--- src/rcs_pkg.sv ---
// constants for the reset and clock start-up sequencer
// Function
// - power-on-clear holds the CPU in reset
// - supply good releases reset, starts internal oscillator
// - CPU runs on internal oscillator after processing
// - crystals start only on software request
// - external clock input needs no stabilisation wait
// - analog shared pins come up in analog mode
// - low reset pin keeps device in reset
// - oscillator mode register resets to zero, pins ports
// - unselected clocks may be stopped by software
// - stop halts internal and high-speed clocks
package rcs_pkg;
  localparam int ADDR_W = 18;
  localparam int DATA_W = 32;
  localparam int N_ANALOG = 8;
  // register indices; byte address is four times the index
  localparam logic [15:0] IDX_CPU_CLK_SEL = 16'hfffb;
  localparam logic [15:0] IDX_CLK_CTRL = 16'hfff4;
  localparam logic [15:0] IDX_OSC_MODE = 16'hfff5;
  localparam logic [15:0] IDX_RST_MASK = 16'hfff6;
  localparam logic [15:0] IDX_ANALOG = 16'hfff7;
  localparam logic [15:0] IDX_STATUS = 16'hfff8;
  // reset values
  localparam logic [7:0] CPU_CLK_SEL_RST = 8'h01;
  localparam logic [7:0] CLK_CTRL_RST = 8'h00;
  localparam logic [7:0] OSC_MODE_RST = 8'h00;
  localparam logic [7:0] RST_MASK_RST = 8'h00;
  localparam logic [7:0] ANALOG_RST = 8'hff;
  // cpu clock select: divider field in low three bits
  localparam logic [7:0] CPU_CLK_SEL_WMASK = 8'h07;
  // clock control fields
  localparam int CC_MAIN_START = 0;
  localparam int CC_SUB_START = 1;
  localparam int CC_INT_STOP = 2;
  localparam int CC_SEL_MAIN = 3;
  localparam int CC_SEL_SUB = 4;
  localparam logic [7:0] CLK_CTRL_WMASK = 8'h1f;
  // oscillator mode fields
  localparam int OM_MAIN_LSB = 0;
  localparam logic [1:0] OM_PORT = 2'h0;
  localparam logic [1:0] OM_CRYSTAL = 2'h1;
  localparam logic [1:0] OM_EXT = 2'h2;
  localparam int OM_SUB_EXT = 4;
  localparam logic [7:0] OSC_MODE_WMASK = 8'h13;
  // reset mask field
  localparam int RM_PIN_MASK = 5;
  localparam logic [7:0] RST_MASK_WMASK = 8'h20;
  // status fields
  localparam int ST_INT_RUN = 0;
  localparam int ST_MAIN_OK = 1;
  localparam int ST_SUB_OK = 2;
  localparam int ST_SRC_LSB = 3;
  // timing
  localparam int CLK_MHZ = 200;
  localparam int RESET_PROC_NS = 12000;
  localparam int RESET_PROC_CYC = (RESET_PROC_NS * CLK_MHZ + 999) / 1000;
  localparam int STAB_CYC_DEF = 4096;
  localparam int PROC_W = 12;
  localparam int STAB_W = 16;
  typedef enum logic [1:0] {
    SRC_INT = 2'b00,
    SRC_MAIN = 2'b01,
    SRC_SUB = 2'b10
  } rcs_src_t;
  typedef enum logic [1:0] {
    SEQ_POC = 2'b00,
    SEQ_PROC = 2'b01,
    SEQ_RUN = 2'b10,
    SEQ_STOP = 2'b11
  } rcs_seq_t;
endpackage : rcs_pkg

--- src/rcs_stab_cnt.sv ---
// oscillator stabilisation counter with external-clock bypass
`timescale 1ns/1ps
module rcs_stab_cnt #(
  parameter int STAB_CYC = rcs_pkg::STAB_CYC_DEF
) (
  input wire logic core_clk_i,
  input wire logic rst_n_i,
  input wire logic en_i,
  input wire logic bypass_i,
  output logic stable_o
);
  localparam logic [rcs_pkg::STAB_W-1:0] LAST = rcs_pkg::STAB_W'(STAB_CYC - 1);
  logic [rcs_pkg::STAB_W-1:0] cnt;
  wire done = (cnt == LAST);
  wire next_stable = en_i & (bypass_i | done);
  // count restarts whenever the oscillator is disabled
  always_ff @(posedge core_clk_i or negedge rst_n_i) begin
    if (!rst_n_i) begin
      cnt <= '0;
      stable_o <= 1'b0;
    end else begin
      stable_o <= next_stable;
      if (!en_i) begin
        cnt <= '0;
      end else if (!done) begin
        cnt <= cnt + 1'b1;
      end
    end
  end
endmodule : rcs_stab_cnt

--- src/rcs_top.sv ---
// reset and clock start-up sequencer with apb registers
`timescale 1ns/1ps
module rcs_top #(
  parameter int STAB_CYC = rcs_pkg::STAB_CYC_DEF
) (
  input wire logic core_clk_i,
  input wire logic rst_n_i,
  input wire logic psel_i,
  input wire logic penable_i,
  input wire logic pwrite_i,
  input wire logic [rcs_pkg::ADDR_W-1:0] paddr_i,
  input wire logic [rcs_pkg::DATA_W-1:0] pwdata_i,
  output logic [rcs_pkg::DATA_W-1:0] prdata_o,
  output logic pready_o,
  output logic pslverr_o,
  input wire logic supply_ok_i,
  input wire logic reset_shared_port_pin_i,
  input wire logic lowvolt_default_start_option_i,
  input wire logic stop_exec_i,
  input wire logic wake_i,
  output logic cpu_rst_n_o,
  output logic int_osc_en_o,
  output logic main_crystal_osc_en_o,
  output logic sub_crystal_osc_en_o,
  output logic [1:0] cpu_clk_src_o,
  output logic [2:0] cpu_clk_div_o,
  output logic [rcs_pkg::N_ANALOG-1:0] analog_mode_o,
  output logic osc_pins_port_o,
  output logic rst_pin_is_reset_o
);
  // byte address match for a register index
  function automatic logic hit(input logic [rcs_pkg::ADDR_W-1:0] a, input logic [15:0] idx);
    hit = (a == {idx, 2'b00});
  endfunction : hit

  rcs_pkg::rcs_seq_t state;
  rcs_pkg::rcs_seq_t next_state;
  rcs_pkg::rcs_src_t cur_src;
  rcs_pkg::rcs_src_t next_src;
  logic [rcs_pkg::PROC_W-1:0] proc_cnt;
  logic [7:0] cpu_clk_sel;
  logic [7:0] clk_ctrl;
  logic [7:0] osc_mode;
  logic [7:0] rst_mask;
  logic [7:0] analog;
  logic main_ok;
  logic sub_ok;

  localparam logic [rcs_pkg::PROC_W-1:0] PROC_LAST = rcs_pkg::PROC_W'(rcs_pkg::RESET_PROC_CYC - 1);

  // bus decode
  wire sel_cpu = hit(paddr_i, rcs_pkg::IDX_CPU_CLK_SEL);
  wire sel_ctrl = hit(paddr_i, rcs_pkg::IDX_CLK_CTRL);
  wire sel_mode = hit(paddr_i, rcs_pkg::IDX_OSC_MODE);
  wire sel_mask = hit(paddr_i, rcs_pkg::IDX_RST_MASK);
  wire sel_an = hit(paddr_i, rcs_pkg::IDX_ANALOG);
  wire sel_stat = hit(paddr_i, rcs_pkg::IDX_STATUS);
  wire mapped = sel_cpu | sel_ctrl | sel_mode | sel_mask | sel_an | sel_stat;
  wire access = psel_i & penable_i;
  wire wr = access & pwrite_i & mapped;
  wire [7:0] wd = pwdata_i[7:0];

  // zero wait states; unmapped addresses answer with an error
  assign pready_o = 1'b1;
  assign pslverr_o = access & ~mapped;

  // pin reset unless masked; held until the pin rises again
  wire pin_rst = ~rst_mask[rcs_pkg::RM_PIN_MASK] & ~reset_shared_port_pin_i;
  // registers return to defaults while any reset source is active
  wire clr = pin_rst | (state == rcs_pkg::SEQ_POC);
  wire [1:0] main_mode = osc_mode[rcs_pkg::OM_MAIN_LSB +: 2];
  wire main_ext = (main_mode == rcs_pkg::OM_EXT);
  wire sub_ext = osc_mode[rcs_pkg::OM_SUB_EXT];

  // the clock in cur_src cannot be switched off through the clock control register; a write in the cycle of a source switch can stop the incoming one
  wire [7:0] ctrl_w = wd & rcs_pkg::CLK_CTRL_WMASK;
  wire keep_int = (cur_src == rcs_pkg::SRC_INT);
  wire keep_main = (cur_src == rcs_pkg::SRC_MAIN);
  wire keep_sub = (cur_src == rcs_pkg::SRC_SUB);
  wire [7:0] ctrl_guard = {3'b000, ctrl_w[4:3],
                           ctrl_w[rcs_pkg::CC_INT_STOP] & ~keep_int,
                           ctrl_w[rcs_pkg::CC_SUB_START] | keep_sub,
                           ctrl_w[rcs_pkg::CC_MAIN_START] | keep_main};
  wire [7:0] next_ctrl = clr ? rcs_pkg::CLK_CTRL_RST : ((wr & sel_ctrl) ? ctrl_guard : clk_ctrl);

  // start-up sequence
  always_comb begin
    next_state = state;
    case (state)
      rcs_pkg::SEQ_POC: begin
        // slow supplies rely on the pin; the low-volt start option input is not used
        if (supply_ok_i & ~pin_rst) begin
          next_state = rcs_pkg::SEQ_PROC;
        end
      end
      rcs_pkg::SEQ_PROC: begin
        if (proc_cnt == PROC_LAST) begin
          next_state = rcs_pkg::SEQ_RUN;
        end
      end
      rcs_pkg::SEQ_RUN: begin
        if (stop_exec_i) begin
          next_state = rcs_pkg::SEQ_STOP;
        end
      end
      rcs_pkg::SEQ_STOP: begin
        if (wake_i) begin
          next_state = rcs_pkg::SEQ_RUN;
        end
      end
      default: next_state = rcs_pkg::SEQ_POC;
    endcase
    if (~supply_ok_i | pin_rst) begin
      next_state = rcs_pkg::SEQ_POC;
    end
  end

  // clock source switching to main or sub waits for that clock to be ready; internal is taken at once
  always_comb begin
    next_src = cur_src;
    if (state == rcs_pkg::SEQ_STOP && cur_src == rcs_pkg::SRC_MAIN) begin
      next_src = rcs_pkg::SRC_INT; // main clock is lost in stop
    end else if (state == rcs_pkg::SEQ_RUN) begin
      // device guards the switch even if software skips the wait
      if (clk_ctrl[rcs_pkg::CC_SEL_MAIN]) begin
        if (main_ok) begin
          next_src = rcs_pkg::SRC_MAIN;
        end
      end else if (clk_ctrl[rcs_pkg::CC_SEL_SUB]) begin
        if (sub_ok) begin
          next_src = rcs_pkg::SRC_SUB;
        end
      end else if (~clk_ctrl[rcs_pkg::CC_INT_STOP]) begin
        next_src = rcs_pkg::SRC_INT;
      end
    end
    if (clr) begin
      next_src = rcs_pkg::SRC_INT;
    end
  end

  // clock enables follow the next state so they line up with it
  wire live = (next_state == rcs_pkg::SEQ_PROC) | (next_state == rcs_pkg::SEQ_RUN);
  wire next_int_en = live & ~next_ctrl[rcs_pkg::CC_INT_STOP];
  // main crystal needs a mode chosen by software first
  wire next_main_en = live & next_ctrl[rcs_pkg::CC_MAIN_START] & (main_mode != rcs_pkg::OM_PORT);
  wire next_sub_en = (next_state != rcs_pkg::SEQ_POC) & next_ctrl[rcs_pkg::CC_SUB_START];
  wire next_run = (next_state == rcs_pkg::SEQ_RUN) | (next_state == rcs_pkg::SEQ_STOP);

  // status and read mux
  wire [7:0] status = {3'b000, cur_src, sub_ok, main_ok, int_osc_en_o};
  wire [7:0] rmux = ({8{sel_cpu}} & cpu_clk_sel) | ({8{sel_ctrl}} & clk_ctrl) |
                    ({8{sel_mode}} & osc_mode) | ({8{sel_mask}} & rst_mask) |
                    ({8{sel_an}} & analog) | ({8{sel_stat}} & status);

  // sequencer state, processing counter and outputs
  always_ff @(posedge core_clk_i or negedge rst_n_i) begin
    if (!rst_n_i) begin
      state <= rcs_pkg::SEQ_POC;
      proc_cnt <= '0;
      cur_src <= rcs_pkg::SRC_INT;
      cpu_rst_n_o <= 1'b0;
      int_osc_en_o <= 1'b0;
      main_crystal_osc_en_o <= 1'b0;
      sub_crystal_osc_en_o <= 1'b0;
    end else begin
      state <= next_state;
      proc_cnt <= (state == rcs_pkg::SEQ_PROC) ? proc_cnt + 1'b1 : '0;
      cur_src <= next_src;
      cpu_rst_n_o <= next_run;
      int_osc_en_o <= next_int_en;
      main_crystal_osc_en_o <= next_main_en;
      sub_crystal_osc_en_o <= next_sub_en;
    end
  end

  // software registers, cleared by every reset source
  always_ff @(posedge core_clk_i or negedge rst_n_i) begin
    if (!rst_n_i) begin
      cpu_clk_sel <= rcs_pkg::CPU_CLK_SEL_RST;
      clk_ctrl <= rcs_pkg::CLK_CTRL_RST;
      osc_mode <= rcs_pkg::OSC_MODE_RST;
      rst_mask <= rcs_pkg::RST_MASK_RST;
      analog <= rcs_pkg::ANALOG_RST;
    end else if (clr) begin
      cpu_clk_sel <= rcs_pkg::CPU_CLK_SEL_RST;
      clk_ctrl <= rcs_pkg::CLK_CTRL_RST;
      osc_mode <= rcs_pkg::OSC_MODE_RST;
      rst_mask <= rcs_pkg::RST_MASK_RST;
      analog <= rcs_pkg::ANALOG_RST;
    end else begin
      clk_ctrl <= next_ctrl;
      if (wr & sel_cpu) begin
        cpu_clk_sel <= wd & rcs_pkg::CPU_CLK_SEL_WMASK;
      end
      if (wr & sel_mode) begin
        osc_mode <= wd & rcs_pkg::OSC_MODE_WMASK;
      end
      if (wr & sel_mask) begin
        rst_mask <= wd & rcs_pkg::RST_MASK_WMASK;
      end
      if (wr & sel_an) begin
        analog <= wd;
      end
    end
  end

  // read data captured in the setup cycle, shown in the access cycle
  always_ff @(posedge core_clk_i or negedge rst_n_i) begin
    if (!rst_n_i) begin
      prdata_o <= '0;
    end else if (psel_i & ~penable_i) begin
      prdata_o <= {24'h00_0000, rmux};
    end
  end

  // stabilisation timers for the two crystal oscillators
  rcs_stab_cnt #(.STAB_CYC(STAB_CYC)) u_main_stab (
    .core_clk_i(core_clk_i),
    .rst_n_i(rst_n_i),
    .en_i(main_crystal_osc_en_o),
    .bypass_i(main_ext),
    .stable_o(main_ok)
  );
  rcs_stab_cnt #(.STAB_CYC(STAB_CYC)) u_sub_stab (
    .core_clk_i(core_clk_i),
    .rst_n_i(rst_n_i),
    .en_i(sub_crystal_osc_en_o),
    .bypass_i(sub_ext),
    .stable_o(sub_ok)
  );

  // pin and clock outputs
  assign cpu_clk_src_o = cur_src;
  assign cpu_clk_div_o = cpu_clk_sel[2:0];
  assign analog_mode_o = analog;
  assign osc_pins_port_o = (main_mode == rcs_pkg::OM_PORT);
  assign rst_pin_is_reset_o = ~rst_mask[rcs_pkg::RM_PIN_MASK];
endmodule : rcs_top

--- config.mk ---
export PLATFORM = sky130hd
export DESIGN_NAME = rcs_top
export DESIGN_NICKNAME = d
export VERILOG_FILES = /design/src/rcs_pkg.sv /design/src/rcs_stab_cnt.sv /design/src/rcs_top.sv
export SDC_FILE = /design/constraint.sdc
export NUM_CORES = 1
export LEC_CHECK = 0
export BUFFER_PORTS_ARGS = -buffer_cell sky130_fd_sc_hd__buf_4
export CAP_MARGIN = 25
export CORE_MARGIN = 3
export CORE_UTILIZATION = 49
export CTS_CLUSTER_DIAMETER = 150
export CTS_CLUSTER_SIZE = 12
export DETAILED_ROUTE_END_ITERATION = 16
export HOLD_SLACK_MARGIN = 0.02
export PLACE_DENSITY = 0.77
export SYNTH_ARGS = -nofsm -noshare
export SYNTH_HDL_FRONTEND = slang
export SYNTH_SLANG_ARGS = --single-unit
--- constraint.sdc ---
create_clock -name core_clk_i -period 1.8 [get_ports core_clk_i]
set_input_delay 0.27 -clock core_clk_i [delete_from_list [all_inputs] [get_ports core_clk_i]]
set_output_delay 0.27 -clock core_clk_i [all_outputs]
set_load 0.05 [all_outputs]
-- Word-level counts from Yosys, hierarchy flattened
Index checks and enable logic that the tools add are counted.
- register bits: 102
- word-level logic and storage cells: 138
- bits of input ports: 60
- output and inout bits: 53
- equal/unequal tests: 23
- $add $sub $neg: 3
- reductions and logical operators: 13
- bitwise logic cells: 51
- mux-type cells: 30
- operator list (cell ; number):
    equality test 18 bit (second input constant) ; 6
    two-way mux 8 bit ; 11
    two-way mux 16 bit ; 4
    AND 8 bit ; 5
    bitwise OR 8 bit ; 5
    adder 16 x 1 -> 16 bit (second input constant) ; 2
    equality test 16 x 12 -> 1 bit (second input constant) ; 2
    two-way mux 2 bit ; 13
    AND 1 bit ; 19
    nonzero test 2 bit ; 7
    bitwise OR 1 bit ; 13
    adder 12 x 1 -> 12 bit (second input constant) ; 1
    equality test 12 bit (second input constant) ; 1
    equality test 2 bit (second input constant) ; 6
    two-way mux 12 bit ; 1
    AND 8 x 5 -> 8 bit ; 1
    inverter 1 bit ; 8
    one-hot mux 2 bit (4 select lines) ; 1
    equality test 2 x 1 -> 1 bit (second input constant) ; 3
    zero test 2 bit ; 3
    inequality test 5 x 1 -> 1 bit (second input constant) ; 1
    inequality test 5 x 2 -> 1 bit (second input constant) ; 1
    inequality test 2 bit (second input constant) ; 2
    inequality test 4 x 1 -> 1 bit (second input constant) ; 1
    other kinds (3) ; 3

-- Depth between registers and ports, before layout
- depth after elaboration: 12
- depth in mapped cells: 8
- mapped depth without buffers: 8

-- Modules after synthesis
A second synthesis with hierarchy kept.
- cells, all modules: 495
- area, all modules: 4750.8 um^2
- by module, submodules not included (module ; instances ; area each (um^2) ; cells each):
    rcs_top ; 1 ; 2874.0 ; 315
    rcs_stab_cnt ; 2 ; 938.4 ; 90

-- Worst setup path before layout
OpenSTA, ideal clock, no wires.
- path kind: register to register
- start: register proc_cnt[0] in the netlist's numbering
- end: register main_crystal_osc_en_o
- data arrival time: 1.828 ns
- cell stages (with the launch flop): 9
- required time: 1.699 ns
- path slack: -0.129 ns
- cells stage by stage: dfrtp_1 > ha_1 > and4_1 > a31oi_1 > nor2_1 > or2_2 > ha_1 > o21ai_0 > nor4_1
- longest elaborated chain between the ends: 8
- elaborated cells between the ends (all ways): 9
- classes of those cells: eq/ne: 3; mux: 3; bitwise: 3
- RTL lines (what ; line ; RTL):
    from (decl) ; rcs_top.sv:40 ; logic [rcs_pkg::PROC_W-1:0] proc_cnt;
    from (signal assigned) ; rcs_top.sv:168 ; proc_cnt <= (state == rcs_pkg::SEQ_PROC) ? proc_cnt + 1'b1 : '0;
    equality test 12 bit (*) ; rcs_top.sv:97 ; if (proc_cnt == PROC_LAST) begin
    two-way mux 2 bit (*) ; rcs_top.sv:97 ;
    one-hot mux 2 bit (4 select lines) (*) ; rcs_top.sv:89 ; case (state)
    two-way mux 2 bit (*) ; rcs_top.sv:113 ; if (~supply_ok_i | pin_rst) begin
    equality test 2 x 1 -> 1 bit / equality test 2 bit (equally long branches) ; rcs_top.sv:143 ; wire live = (next_state == rcs_pkg::SEQ_PROC) | (next_state == rcs_pkg::SEQ_RUN);
    bitwise OR 1 bit (*) ; rcs_top.sv:143 ;
    AND 1 bit (*) (2 in a row) ; rcs_top.sv:146 ; wire next_main_en = live & next_ctrl[rcs_pkg::CC_MAIN_START] & (main_mode != rcs_pkg::OM_PORT);
    net next_main_en ; rcs_top.sv:146 ;
    to (signal assigned) ; rcs_top.sv:172 ; main_crystal_osc_en_o <= next_main_en;
    to (decl) ; rcs_top.sv:23 ; output logic main_crystal_osc_en_o,
The timed path passes the listed nets; every way through them passes the cells marked *.
A chain may end at the register's enable or synchronous reset.

-- Worst setup path in the final report
- start: register proc_cnt[1] in the netlist's numbering
- end: register int_osc_en_o
- longest elaborated chain between the ends: 7
- elaborated cells between the ends (all ways): 8
- classes of those cells: eq/ne: 3; mux: 3; bitwise: 2
- RTL lines (what ; line ; RTL):
    equality test 12 bit (*) ; rcs_top.sv:97 ;
    two-way mux 2 bit (*) ; rcs_top.sv:97 ;
    one-hot mux 2 bit (4 select lines) (*) ; rcs_top.sv:89 ;
    two-way mux 2 bit (*) ; rcs_top.sv:113 ;
    equality test 2 x 1 -> 1 bit / equality test 2 bit (equally long branches) ; rcs_top.sv:143 ;
    bitwise OR 1 bit (*) ; rcs_top.sv:143 ;
    AND 1 bit (*) ; rcs_top.sv:144 ; wire next_int_en = live & ~next_ctrl[rcs_pkg::CC_INT_STOP];
    net next_int_en ; rcs_top.sv:144 ;
    to (signal assigned) ; rcs_top.sv:171 ; int_osc_en_o <= next_int_en;
    to (decl) ; rcs_top.sv:22 ; output logic int_osc_en_o,
Marks and branches as above.

==> summary.txt <==
Placement
  – Placer Congestion: approximately 0.90
  – HPWL Detailed: between 8 and 9 mm
  – Port bufs: 62
  – Placed instance area: ~5600 µm²

Power
  – Power Dens Cells: 613 nW/µm²
  – IR drop worst, VDD: about 0.42 mV
  – Cell-internal power: 2520 µW
  – Sw Share: 30.1%
  – Sequential group share of total power: around 52%
  – P_sw: ~1100 µW
  – Clock power share: 37.0%
  – Leakage power: 0.00253 µW
  – Combinational power share: 11.4%

Worst setup path
  – Master of the slowest instance on the critical path: dfrtp_1
  – Largest delay contributor family on the critical path: simple AND/OR/NAND/NOR gates
  – CP Launch Type: flop
  – Max incr delay on CP: 0.37 ns
  – Crit path DAT: about 2.2 ns
  – Reg2reg setup slack: -0.05 ns
  – Crit-path cells: ha_2 > and4_4 > a31oi_4 > or3_4 > ha_4 > buf_6 > o311a_1
  – Critical path launch point: proc_cnt[1]$_DFF_PN0_
  – Worst Reg2Reg Path Length in Cells: 7
  – Crit path buf inv count: 1
  – Critical path required time: 2.10 ns
  – Critical path type: flop to flop
  – End point of the critical path: int_osc_en_o$_DFF_PN0_
  – Crit end category: flop
  – WP depth: 7
  – CP Max Fanout: 2
  – R2r endpoint: int_osc_en_o$_DFF_PN0_
  – Worst r2r src: proc_cnt[1]$_DFF_PN0_

Clocking
  – Clock sink count: 82
  – Worst-Skew Late Latency: ~0.36 ns
  – Clock slew at reported path FFs: 0.10 ns
  – Clock tree buffer depth: 2
  – Cts bufs inserted: 9
  – Clk Tree Root Cell: clkbuf_8
  – CTS H-tree lvls: 3
  – CTS tree: built

Timing
  – Slew @ Worst Pin: 0.656 ns
  – Setup Skew: between 0.01 and 0.015 ns
  – Max Fclk: 0.541 GHz
  – Setup TNS: -0.0997 ns
  – Post-layout minimum cycle time: approximately 1.8 ns
  – RSZ-0062 raised after global routing: true
  – Final Setup Violations: 3
  – Slew Viols, Final: 0
  – Hold Worst Slack: 0.175 ns
  – Final Hold Fails: 0
  – Period utilization: 103%
  – Final setup margin: -0.0479 ns
  – Slew headroom: 55.7%

Synth
  – Async SR Flop Fraction: 100%
  – Gate Count Post-Synth: 511
  – Post-synth EDFFs: 0
  – Predominant post-synthesis flop cell: dfrtp_1
  – Post-Syn Area: 4710 µm²
  – Post-synthesis cell type count: 66
  – Yosys warnings: 0
  – Syn avg cell area: roughly 9 µm²
  – Part of the Yosys area used for sequential elements: between 40% and 50%
  – Seq cells post-synth: 82

Cells and area
  – Layout cell share with drive strength beyond 1: 28.8%
  – Layout area overhead: 24.7%
  – Post-route cell area: 5880 µm²
  – Commonest cells after routing, fill and taps aside: buf_4, dfrtp_1, nand2_1, nor2_1, o21ai_0
  – Diode count: 0
  – Layout net count: 680
  – Commonest non-fill, non-tap cell in the layout: buf_4
  – Fillers: 760

Drt
  – DR WL/cell: 15.6 µm
  – Post-route DRC: 0
  – Drt pass-1 iters: 5
  – DRT Wirelength: 11.7 mm
  – Antenna-violating nets left: 0
  – Vias: 4,309
  – Via/cell ratio: around 5.8
  – DRT iter0 DRCs: 248

Global routing
  – Total Routing Usage GR: 21.9%
  – Initial antenna violation count: 0
  – Vias in the first global route: 4,167
  – Pin count of the biggest net entering global routing: 36
  – First-pass GRT wire length: 19.8 mm
  – Total global routing overflow: 0

Outcome
  – Failing checks: setup timing
  – Run status: finished with violations

Die
  – Starting density of the core: 50.8%
  – Die Span Y: 104 µm
  – Ports: 113
  – FP Rows: 35
  – DIE WIDTH: approximately 100 µm
  – Core area: between 9000 and 10,000 µm²
  – DIE AREA: 10,800 µm²

Min path
  – Hold Crit Class: input pin to flop

Run
  – Max_cap viols: 0
-- registers in the layout, summed over array words and instances (netlist names) --
name                   count
u_sub_stab.stable_o        1
osc_mode                   3
u_sub_stab.cnt            16
prdata_o                   8
u_main_stab.cnt           16
main_crystal_osc_en_o      1
clk_ctrl                   5
u_main_stab.stable_o       1
cpu_clk_src_o              2
proc_cnt                  12
int_osc_en_o               1
state                      2
cpu_clk_sel                3
rst_mask                   1
cpu_rst_n_o                1
analog_mode_o              8
sub_crystal_osc_en_o       1
-- worst min path at each step --
stage	depth (start not counted)	end	startpoint	slack [ns]
floorplan	0	clk_ctrl[0]$_DFF_PN0_	rst_n_i	-0.03
global placement	1	u_sub_stab.cnt[12]$_DFFE_PN0P_	rst_n_i	0.26
detailed placement	1	u_sub_stab.cnt[12]$_DFFE_PN0P_	rst_n_i	0.27
CTS	3	rst_mask[5]$_DFFE_PN0P_	pwdata_i[5]	0.15
global route	3	rst_mask[5]$_DFFE_PN0P_	pwdata_i[5]	0.16
finish	3	rst_mask[5]$_DFFE_PN0P_	pwdata_i[5]	0.17
-- cells in the mapped netlist (4+ instances only) --
master	instances	area share (%)
a211oi_1	5	0.80
a21boi_0	5	0.80
a21oi_1	27	2.9
a31oi_1	14	1.9
and2_1	8	1.1
and3_1	4	0.53
and4_1	7	1.3
buf_2	7	0.74
buf_4	26	4.1
clkbuf_1	15	1.2
dfrtp_1	73	39
dfstp_2	9	5.0
ha_1	6	1.6
inv_1	11	0.88
mux2i_1	10	2.1
nand2_1	40	3.2
nand2b_1	11	1.5
nand3_1	26	2.8
nand4_1	19	2.5
nor2_1	32	2.5
nor2b_1	8	1.1
nor3_1	12	1.3
nor4_1	15	2.0
o21ai_0	29	3.1
o21ai_1	9	0.96
o22ai_1	4	0.53
or3_1	6	0.80
or4_1	5	0.80
xnor2_1	4	0.74
xor2_1	8	1.5
-- routing by layer --
metal	GRT usage, %	wire length, µm
met1	27.9	4870
met2	37.5	5920
met3	5.34	699
met4	5.60	179
met5	0	0
-- cell type report --
class / count / area [µm²] / area share (%)
tap: 129 / 161 / 2.75
timing repair buffer: 119 / 925 / 15.7
inverter: 11 / 41.3 / 0.703
clock buffer: 9 / 124 / 2.11
clock inverter: 7 / 68.8 / 1.17
sequential: 82 / 2060 / 35.1
multi-input combinational: 391 / 2490 / 42.4
-- power by group through the flow --
stage | Clock, µW | Sequential [µW] | Combinational, µW
detailed placement | 0 | 1890 | 403
floorplan | 0 | 1920 | 247
CTS | 1360 | 1860 | 406
global route | 1450 | 1860 | 438
finish | 1330 | 1860 | 410
global placement | 0 | 1890 | 395
-- cells by family (layout without fill, tap and decap cells) --
kind of cell,after synthesis,in the layout,share of synthesized area (%)
adder cells (fa/ha/maj),6,6,1.59
multiplexers,13,13,2.84
buffers and inverters,61,146,7.11
flip-flops,82,82,43.8
AND/OR/NAND/NOR,215,215,26.3
XOR/XNOR,12,12,2.23
AO/OA/AOI/OAI,120,120,16.0
other,2,25,0.159
-- per-stage QoR --
step	power (µW)	setup WS, ns	utilization [%]	std cells
floorplan	2160	-0.0753	-	534
global placement	2290	-0.157	60.5	728
detailed placement	2300	-0.194	60.5	728
CTS	3620	-0.0559	62.9	746
global route	3750	-0.107	63.3	748
finish	3600	-0.0479	63.3	748
-- tightest hold or removal path: stages --
cell and delay (ns):
buf_4 0.12, nand4_1 0.06, a21oi_1 0.06
-- timing repair --
action | 4_1_cts | 5_1_grt
gates resized for setup | 3 | 8
endpoints found under the setup margin | 4 | 9
hold endpoints to repair | 24 | 0
setup buffers | 1 | 2
pin swaps | 2 | 2
hold buffers | 1 | 0
Power figures use the tool's default switching activity.
